===== src/design/pulse_ctrl_defines.svh =====
// Constants for the RF pulse modulation control block.
// Assumes a 250 MHz system clock and the plain register port below.
`ifndef PULSE_CTRL_DEFINES_SVH
`define PULSE_CTRL_DEFINES_SVH

// ============================================================
// Register port widths
`define ADDR_W 5
`define DATA_W 32

// ============================================================
// Set registers, written by software
`define OFF_DUTY 5'h00
`define OFF_RATE 5'h01
`define OFF_RATE_RSVD 5'h02
`define OFF_SRC_SEL 5'h03
`define OFF_EXT_TRIG 5'h04
`define OFF_AMP_TRIG 5'h05
`define OFF_CHANNEL 5'h06
// Read-only registers
`define OFF_ACK 5'h07
`define OFF_STATUS 5'h08
// Query block, in reply order
`define QRY_CHAN 5'h10
`define QRY_RATE 5'h11
`define QRY_CORR 5'h12
`define QRY_MODE 5'h13
`define QRY_RSV0 5'h14
`define QRY_RSV1 5'h15
`define QRY_RSV2 5'h16
`define QRY_RSV3 5'h17
`define QRY_DELAY 5'h18
`define QRY_DUTY 5'h19

// ============================================================
// Field positions
`define ACK_OK_BIT 0
`define ACK_CMD_LSB 8
`define ACK_CHAN_LSB 16
`define ST_GATE_BIT 0
`define ST_BUSY_BIT 1
`define ST_CONT_BIT 2
`define ST_TRIG_BIT 3

// ============================================================
// Reset values and fixed figures
`define DUTY_FULL 7'h64
`define PCT_DIV 32'h0000_0064
`define RATE_RST 32'h0000_03E8
`define RATE_MAX_HZ 32'h0000_4D58
`define CLK_HZ 32'h0EE6_B280
`define TRIG_FREE 32'h0000_0001
`define TRIG_EXT 32'h0000_0000
`define RSVD_VAL 32'h0000_00FF
`define CORR_VAL 32'h0000_0000
`define DELAY_VAL 32'h0000_0000
`define SRC_EXT 1'h1
`define DIV_STEPS 6'h20

`endif


===== src/design/pulse_pkg.sv =====
// Types shared by the pulse modulation control and its divider.
// Assumes the constants header sits beside it.
`include "pulse_ctrl_defines.svh"

package pulse_pkg;

    // ============================================================
    // Register port request
    typedef struct packed {
        logic [`ADDR_W-1:0] addr;
        logic [`DATA_W-1:0] wdata;
        logic wr;
        logic rd;
    } reg_req_t;

    typedef enum logic [1:0] {CALC_IDLE, CALC_PERIOD, CALC_ON} calc_state_t;

    // ============================================================
    // Whole state of the control block
    typedef struct packed {
        logic [6:0] duty;
        logic [31:0] rate;
        logic [31:0] rate_rsvd;
        logic src_ext;
        logic ext_trig_en;
        logic amp_trig_en;
        logic [7:0] channel;
        logic [31:0] ack;
        logic ack_pulse;
        logic dirty;
        calc_state_t calc;
        logic div_start;
        logic [31:0] div_num;
        logic [31:0] div_den;
        logic [31:0] per_tmp;
        logic [31:0] pend_period;
        logic [31:0] pend_on;
        logic pend_cont;
        logic [31:0] act_period;
        logic [31:0] act_on;
        logic act_cont;
        logic [31:0] cnt;
        logic [2:0] sync;
        logic trig_lvl;
        logic rf_gate;
        logic meas_window;
        logic meas_start;
        logic [31:0] rdata;
    } ctrl_state_t;

    // Whole state of the divider
    typedef struct packed {
        logic [31:0] rem;
        logic [31:0] quot;
        logic [31:0] den;
        logic [5:0] step;
        logic busy;
        logic done;
    } div_state_t;

endpackage


===== src/design/pulse_divider.sv =====
// Serial restoring divider, one quotient bit per clock.
// Assumes start is a one-cycle pulse and den is never zero.
`timescale 1ns/10ps
`default_nettype none

module pulse_divider
    import pulse_pkg::*;
(
    // Clock and reset
    input wire logic ref_clk,
    input wire logic sys_rst,
    // Request
    input wire logic start,
    input wire logic [31:0] num,
    input wire logic [31:0] den,
    // Answer
    output logic done,
    output logic [31:0] quot
);

    div_state_t s_reg;
    div_state_t s_next;
    logic [32:0] trial;

    // ============================================================
    // One shift-subtract step per cycle; 32 cycles per quotient
    always_comb
    begin
        s_next = s_reg;
        s_next.done = 1'b0;
        trial = {s_reg.rem, s_reg.quot[31]} - {1'b0, s_reg.den};
        if (start)
        begin
            s_next.rem = '0;
            s_next.quot = num;
            s_next.den = den;
            s_next.step = `DIV_STEPS;
            s_next.busy = 1'b1;
        end
        else if (s_reg.busy)
        begin
            if (!trial[32])
            begin
                s_next.rem = trial[31:0];
                s_next.quot = {s_reg.quot[30:0], 1'b1};
            end
            else
            begin
                s_next.rem = {s_reg.rem[30:0], s_reg.quot[31]};
                s_next.quot = {s_reg.quot[30:0], 1'b0};
            end
            s_next.step = s_reg.step - 6'h01;
            if (s_reg.step == 6'h01)
            begin
                s_next.busy = 1'b0;
                s_next.done = 1'b1;
            end
        end
    end

    // State register
    always_ff @(posedge ref_clk)
    begin
        if (sys_rst)
            s_reg <= '0;
        else
            s_reg <= s_next;
    end

    assign done = s_reg.done;
    assign quot = s_reg.quot;

endmodule
`default_nettype wire


===== src/design/rf_pulse_modulation_control.sv =====
// Pulse modulation control of the RF source: free-running or triggered
// gating, power sampling window, and the register set software uses.
// Assumes one 250 MHz clock and a host that keeps rate and duty legal.
`timescale 1ns/10ps
`default_nettype none

module rf_pulse_modulation_control
    import pulse_pkg::*;
(
    // Clock and reset
    input wire logic ref_clk,
    input wire logic sys_rst,
    // Register port
    input wire reg_req_t bus_req,
    output logic [31:0] rdata,
    // Trigger pin
    input wire logic pulse_trigger_input,
    // RF path control
    output logic rf_gate,
    output logic src_ext_sel,
    // Power measurement timing
    output logic meas_window,
    output logic meas_start,
    // Command acknowledge
    output logic ack_pulse
);

    ctrl_state_t s_reg;
    ctrl_state_t s_next;
    logic div_done;
    logic [31:0] div_quot;
    logic pwm_on;
    logic gate_src;
    logic win_n;
    logic set_hit;

    // ============================================================
    // Shared divider for period and ON-time computation
    pulse_divider u_div (
        .ref_clk(ref_clk),
        .sys_rst(sys_rst),
        .start(s_reg.div_start),
        .num(s_reg.div_num),
        .den(s_reg.div_den),
        .done(div_done),
        .quot(div_quot)
    );

    // ============================================================
    // Next-state logic
    always_comb
    begin
        s_next = s_reg;
        s_next.ack_pulse = 1'b0;
        s_next.div_start = 1'b0;
        s_next.rdata = '0;
        set_hit = 1'b0;

        // Register writes; values other than duty are stored unchecked, cut to the width of their field
        if (bus_req.wr)
        begin
            case (bus_req.addr)
                `OFF_DUTY:
                begin
                    // Above full scale is taken as full scale
                    s_next.duty = (bus_req.wdata > `PCT_DIV) ? `DUTY_FULL
                                                             : bus_req.wdata[6:0];
                    set_hit = 1'b1;
                end
                `OFF_RATE:
                begin
                    s_next.rate = bus_req.wdata;
                    set_hit = 1'b1;
                end
                `OFF_RATE_RSVD:
                begin
                    s_next.rate_rsvd = bus_req.wdata;
                    set_hit = 1'b1;
                end
                `OFF_SRC_SEL:
                begin
                    s_next.src_ext = bus_req.wdata[0];
                    set_hit = 1'b1;
                end
                `OFF_EXT_TRIG:
                begin
                    s_next.ext_trig_en = bus_req.wdata[0];
                    set_hit = 1'b1;
                end
                `OFF_AMP_TRIG:
                begin
                    s_next.amp_trig_en = bus_req.wdata[0];
                    set_hit = 1'b1;
                end
                `OFF_CHANNEL:
                begin
                    s_next.channel = bus_req.wdata[7:0];
                    set_hit = 1'b1;
                end
                default:
                    set_hit = 1'b0;
            endcase
        end

        // Acknowledge echoes command and channel with the OK flag
        if (set_hit)
        begin
            s_next.ack = '0;
            s_next.ack[`ACK_OK_BIT] = 1'b1;
            s_next.ack[`ACK_CMD_LSB +: `ADDR_W] = bus_req.addr;
            s_next.ack[`ACK_CHAN_LSB +: 8] = s_next.channel;
            s_next.ack_pulse = 1'b1;
        end

        // Register reads; data stand in the next cycle only
        if (bus_req.rd)
        begin
            case (bus_req.addr)
                `OFF_DUTY: s_next.rdata = {25'h000_0000, s_reg.duty};
                `OFF_RATE: s_next.rdata = s_reg.rate;
                `OFF_RATE_RSVD: s_next.rdata = s_reg.rate_rsvd;
                `OFF_SRC_SEL: s_next.rdata = {31'h0000_0000, s_reg.src_ext};
                `OFF_EXT_TRIG: s_next.rdata = {31'h0000_0000, s_reg.ext_trig_en};
                `OFF_AMP_TRIG: s_next.rdata = {31'h0000_0000, s_reg.amp_trig_en};
                `OFF_CHANNEL, `QRY_CHAN: s_next.rdata = {24'h00_0000, s_reg.channel};
                `OFF_ACK: s_next.rdata = s_reg.ack;
                `OFF_STATUS:
                begin
                    s_next.rdata[`ST_GATE_BIT] = s_reg.rf_gate;
                    s_next.rdata[`ST_BUSY_BIT] = (s_reg.calc != CALC_IDLE);
                    s_next.rdata[`ST_CONT_BIT] = s_reg.act_cont;
                    s_next.rdata[`ST_TRIG_BIT] = s_reg.trig_lvl;
                end
                `QRY_RATE: s_next.rdata = s_reg.rate;
                `QRY_CORR: s_next.rdata = `CORR_VAL;
                `QRY_MODE: s_next.rdata = s_reg.ext_trig_en ? `TRIG_EXT : `TRIG_FREE;
                `QRY_RSV0, `QRY_RSV1, `QRY_RSV2, `QRY_RSV3: s_next.rdata = `RSVD_VAL;
                `QRY_DELAY: s_next.rdata = `DELAY_VAL;
                `QRY_DUTY: s_next.rdata = {25'h000_0000, s_reg.duty};
                default: s_next.rdata = '0;
            endcase
        end

        // Timing recomputation; a new duty or rate write while busy marks it dirty again
        case (s_reg.calc)
            CALC_IDLE:
            begin
                if (s_reg.dirty)
                begin
                    s_next.dirty = 1'b0;
                    if (s_reg.duty >= `DUTY_FULL)
                    begin
                        s_next.pend_cont = 1'b1;
                    end
                    else if (s_reg.rate > `RATE_MAX_HZ || s_reg.rate == '0)
                    begin
                        // Too fast for any legal pulse, or zero: run as plain carrier
                        s_next.pend_cont = 1'b1;
                    end
                    else
                    begin
                        s_next.div_num = `CLK_HZ;
                        s_next.div_den = s_reg.rate;
                        s_next.div_start = 1'b1;
                        s_next.calc = CALC_PERIOD;
                    end
                end
            end
            CALC_PERIOD:
            begin
                if (div_done)
                begin
                    s_next.per_tmp = div_quot;
                    s_next.div_num = div_quot * {25'h000_0000, s_reg.duty};
                    s_next.div_den = `PCT_DIV;
                    s_next.div_start = 1'b1;
                    s_next.calc = CALC_ON;
                end
            end
            CALC_ON:
            begin
                if (div_done)
                begin
                    // Period and ON time become visible together
                    s_next.pend_period = s_reg.per_tmp;
                    s_next.pend_on = div_quot;
                    s_next.pend_cont = 1'b0;
                    s_next.calc = CALC_IDLE;
                end
            end
            default:
                s_next.calc = CALC_IDLE;
        endcase
        // Set wins over the clear so no write is lost
        if (bus_req.wr && (bus_req.addr == `OFF_DUTY || bus_req.addr == `OFF_RATE))
            s_next.dirty = 1'b1;

        // Period counter; pending values load only at the wrap
        if (s_reg.act_cont || s_reg.cnt >= s_reg.act_period - 32'h0000_0001)
        begin
            s_next.cnt = '0;
            s_next.act_period = s_reg.pend_period;
            s_next.act_on = s_reg.pend_on;
            s_next.act_cont = s_reg.pend_cont;
        end
        else
            s_next.cnt = s_reg.cnt + 32'h0000_0001;
        pwm_on = s_reg.act_cont || (s_reg.cnt < s_reg.act_on);

        // Trigger pin: three stages, a change counts once stages two and three agree
        s_next.sync = {s_reg.sync[1:0], pulse_trigger_input};
        if (s_reg.sync[1] == s_reg.sync[2])
            s_next.trig_lvl = s_reg.sync[2];

        // RF gate: internal source only, from timer or trigger
        gate_src = s_reg.ext_trig_en ? s_reg.trig_lvl : pwm_on;
        s_next.rf_gate = (s_reg.src_ext != `SRC_EXT) && gate_src;

        // Power sampling window follows the ON part of the pulse
        if (s_reg.src_ext == `SRC_EXT)
            win_n = s_reg.amp_trig_en && s_reg.trig_lvl;
        else
            win_n = s_reg.rf_gate;
        s_next.meas_window = win_n;
        s_next.meas_start = win_n && !s_reg.meas_window;
    end

    // ============================================================
    // State register
    always_ff @(posedge ref_clk)
    begin
        if (sys_rst)
        begin
            s_reg <= '0;
            s_reg.duty <= `DUTY_FULL;
            s_reg.rate <= `RATE_RST;
            s_reg.pend_cont <= 1'b1;
            s_reg.act_cont <= 1'b1;
            s_reg.calc <= CALC_IDLE;
        end
        else
            s_reg <= s_next;
    end

    // Outputs straight from the state flops
    assign rdata = s_reg.rdata;
    assign rf_gate = s_reg.rf_gate;
    assign src_ext_sel = s_reg.src_ext;
    assign meas_window = s_reg.meas_window;
    assign meas_start = s_reg.meas_start;
    assign ack_pulse = s_reg.ack_pulse;
endmodule
`default_nettype wire


===== config.mk =====
export PLATFORM = sky130hd
export DESIGN_NAME = rf_pulse_modulation_control
export DESIGN_NICKNAME = d
export VERILOG_FILES = /design/src/design/pulse_pkg.sv /design/src/design/pulse_divider.sv /design/src/design/rf_pulse_modulation_control.sv
export VERILOG_INCLUDE_DIRS = /design/src /design/src/design
export SDC_FILE = /design/constraint.sdc
export NUM_CORES = 2
export LEC_CHECK = 0
export ABC_AREA = 1
export BUFFER_PORTS_ARGS = -buffer_cell sky130_fd_sc_hd__buf_2
export CAP_MARGIN = 0
export CORE_AREA = 3 3 236 238
export DETAILED_ROUTE_END_ITERATION = 10
export DIE_AREA = 0 0 239 241
export PLACE_DENSITY = 0.83
export SKIP_CTS_REPAIR_TIMING = 1
export SYNTH_ARGS = -nofsm -noshare
export SYNTH_HDL_FRONTEND = slang
export SYNTH_HIERARCHICAL = 1
export SYNTH_SLANG_ARGS = --single-unit

===== constraint.sdc =====
create_clock -name ref_clk -period 6.95 [get_ports ref_clk]
set_clock_uncertainty 0.2 [all_clocks]
set_input_delay 0 -clock ref_clk [delete_from_list [all_inputs] [get_ports ref_clk]]
set_output_delay 0 -clock ref_clk [all_outputs]
set_load 0.02 [all_outputs]

==> impl_results.md <==
* Max-slew headroom at 0.2865
* Critical path peak fanout at 16
* Largest cells by area after synthesis: dfxtp_1, nand2_1, inv_1
* Syn nets at 5084
* Hpwl dp at 61270 µm
* Area grow syn2layout at 7.665%
* Setup_tns at 0 ps
* Post-synth ARST share at 0
* Vias at 29.56k
* Switching Fraction at 0.2374
* Drt first-iter violations at 2798
* Int Pwr at 0.004558 W
* Register-to-register setup slack at 1320 ps
* Io pins at 79
* Latest clock arrival within the worst-skew pair at 630 ps
* Final ANT Viol Nets at 0
* Routed len/inst at 16.47 µm
* R2r worst-path depth at 21
* CP startpoint: s_reg[411]
* Slowest stage delay, CP at 770 ps
* First-pass GRT wire length at 139300 µm
* Tightest Pin Transition at 1070 ps
* Setup crit end: s_reg[288]
* Syn Area/Cell at 6.749 µm²
* Slew Viols, Final at 0
* Number of global-route vias before repair at 26.63k
* Post-synth top cells: nand2_1, inv_1, dfxtp_1
* Crit share post-route at 0.8103
* Crit Path Class: flip-flop to flip-flop
* Largest register FFs at 359
* CORE AREA at 53810 µm²
* Seq pwr share at 0.485
* Finish-stage setup viols at 0
* Worst Path Arrival at 5920 ps
* Total power draw at 0.005977 W
* Max Cap Viol at 0
* RSZ-0062 raised after global routing: no
* CTS root buf: clkbuf_16
* Maximum vdd drop at 0.1616 mV
* CP Data Required Time at 7230 ps
* Synth warn at 6
* Final WL at 89920 µm
* Worst min path class: input port to flip-flop
* TritonCTS buffer count at 53
* Logic pwr share at 0.032
* Leak pwr at 17.83 nW
* Reg-to-Reg End: s_reg[288]
* Starting Density at 0.5985
* H-tree Lvls at 2
* Worst Setup End Kind: flip-flop
* Final Net Count at 5028
* Sequential area share after synthesis at 0.3120
* Placer congestion estimate at 0.9853
* Critical path, cell by cell: buf_4, nand2_1, fa_1, fa_1, inv_1, fa_1, inv_1, fa_1, inv_1, ha_1, nand2_1, nor2_1, nand2_1, nor2_1, nand2_1, nand3_1, nand2_1, nand3_1, nand2_1, inv_1, a21oi_1
* CTS sink cnt at 502
* First drt pass iteration count at 6
* Max frequency at 177.6 MHz
* Die area at 57600 µm²
* Outcome: complete, no violations
* Initial antenna violation count at 2
* CP startpoint kind: flip-flop
* Post-synth top area share at 0.3120
* CP dominant cell by count: nand2_1
* Clock share of power at 0.483
* Critical-path top delay cell: dfxtp_1
* Crit path time final at 5631 ps
* Yosys reg bits at 502
* Synth Cell Area at 32210 µm²
* Layout cells sized above 1 at 0.06070
* Final count of hold timing violations at 0
* Die width at 239 µm
* CTS tree: yes
* Switching pwr at 0.001419 W
* Vias per cell at 5.415
* Die Height at 241 µm
* Core Rows at 85
* Worst-path clk slew at 70 ps
* Post-synth EDFFs at 0
* Main synth FF type: dfxtp_1
* FF-to-FF Start: s_reg[411]
* GR Overflow Total at 0
* Cells after Synth at 4772
* Leading area contributor after synthesis: dfxtp_1
* Most common cell in the synthesized netlist: nand2_1
* DRC Markers at 0
* CTS max path bufs at 3
* GRT Overall Usage at 0.2965
* Buffers on Ports at 78
* Post-synthesis cell type count at 57
* PwrDens at 172.4 nW/µm²
* Pin count of the biggest net entering global routing at 129
cells in the final DEF, fill, tap and decap left out, types with 23 or more instances in the layout:
| cell | Yosys | routed |
|---|---|---|
| dfxtp_1 | 502 | 501 |
| xor2_1 | 49 | 49 |
| o211ai_1 | 23 | 23 |
| fa_1 | 133 | 133 |
| dlygate4sd3_1 | 0 | 60 |
| nand2_1 | 1336 | 1335 |
| nand4_1 | 57 | 57 |
| nand3_1 | 164 | 163 |
| nor2_1 | 407 | 407 |
| inv_1 | 875 | 874 |
| clkbuf_16 | 0 | 54 |
| nor3_1 | 46 | 46 |
| o21ai_0 | 186 | 186 |
| xnor2_1 | 24 | 24 |
| a21oi_1 | 347 | 347 |
| buf_4 | 77 | 26 |
| ha_1 | 137 | 137 |
| buf_2 | 34 | 77 |
per-stage QoR:
stage | setup WS [ps] | hold WS, ps | instance area (µm²) | cells | utilization
after floorplan | 2156 | -130.6 | 32210 | 4772 | -
after global placement | 1421 | 7.069 | 32280 | 5297 | 0.5999
after detailed placement | 1433 | 17.09 | 32280 | 5297 | 0.5999
after CTS | 1424 | -612.1 | 34070 | 5397 | 0.6331
after global routing | 1064 | 55.50 | 34670 | 5458 | 0.6443
final | 1319 | 35.55 | 34670 | 5459 | 0.6443
worst min-delay path by stage:
stage | from | to | slack, ps | cells after the start
after floorplan | sys_rst | u_div/quot[0] | -130 | 1
after global placement | pulse_trigger_input | s_next[37] | 7 | 3
after detailed placement | pulse_trigger_input | s_next[37] | 20 | 3
after CTS | pulse_trigger_input | s_next[37] | -610 | 3
after global routing | bus_req[23] | s_reg[398] | 60 | 4
final | bus_req[23] | s_reg[398] | 40 | 4
metal layers:
metal | global-route usage | part of all wire
met1 | 0.4187 | 0.44
met2 | 0.4766 | 0.45
met3 | 0.04617 | 0.088
met4 | 0.07843 | 0.029
met5 | 0 | 0.00038
final cells by class:
type	instances	area [µm²]
fill	4639	19140
multi-input combinational	3106	17410
sequential	502	10050
inverter	888	3338
clock buffer	66	1486
timing repair buffer	165	1212
tap	696	870.8
clock inverter	34	297.8
antenna	2	5.005
cells by family after synthesis:
kind of cell    after synthesis  share of synthesized area
compound gates              644                     0.1095
xor+xnor                     73                    0.01985
fa+ha+maj                   270                     0.1359
buf+inv                    1164                     0.1480
flops                       502                     0.3120
mux                           2                  0.0006216
simple gates               2117                     0.2741
power groups by stage:
| stage | clock (W) | sequential (W) | combinational [W] |
|---|---|---|---|
| 2_1_floorplan | 0 | 0.00296 | 0.000107 |
| 3_3_place_gp | 0 | 0.00296 | 0.000162 |
| 3_5_place_dp | 0 | 0.00296 | 0.000163 |
| 4_1_cts | 0.00291 | 0.00290 | 0.000165 |
| 5_1_grt | 0.00303 | 0.00290 | 0.000209 |
| 6_report | 0.00289 | 0.00290 | 0.000193 |
worst max-delay path: cells and delay by family, from the launching register on:
family          cells  cell delay [ps]
compound gates      1               60
fa+ha+maj           5             2520
buf+inv             5              620
flops               1              770
simple gates       10             1340
Note: power is estimated with default switching activity, not from simulation.
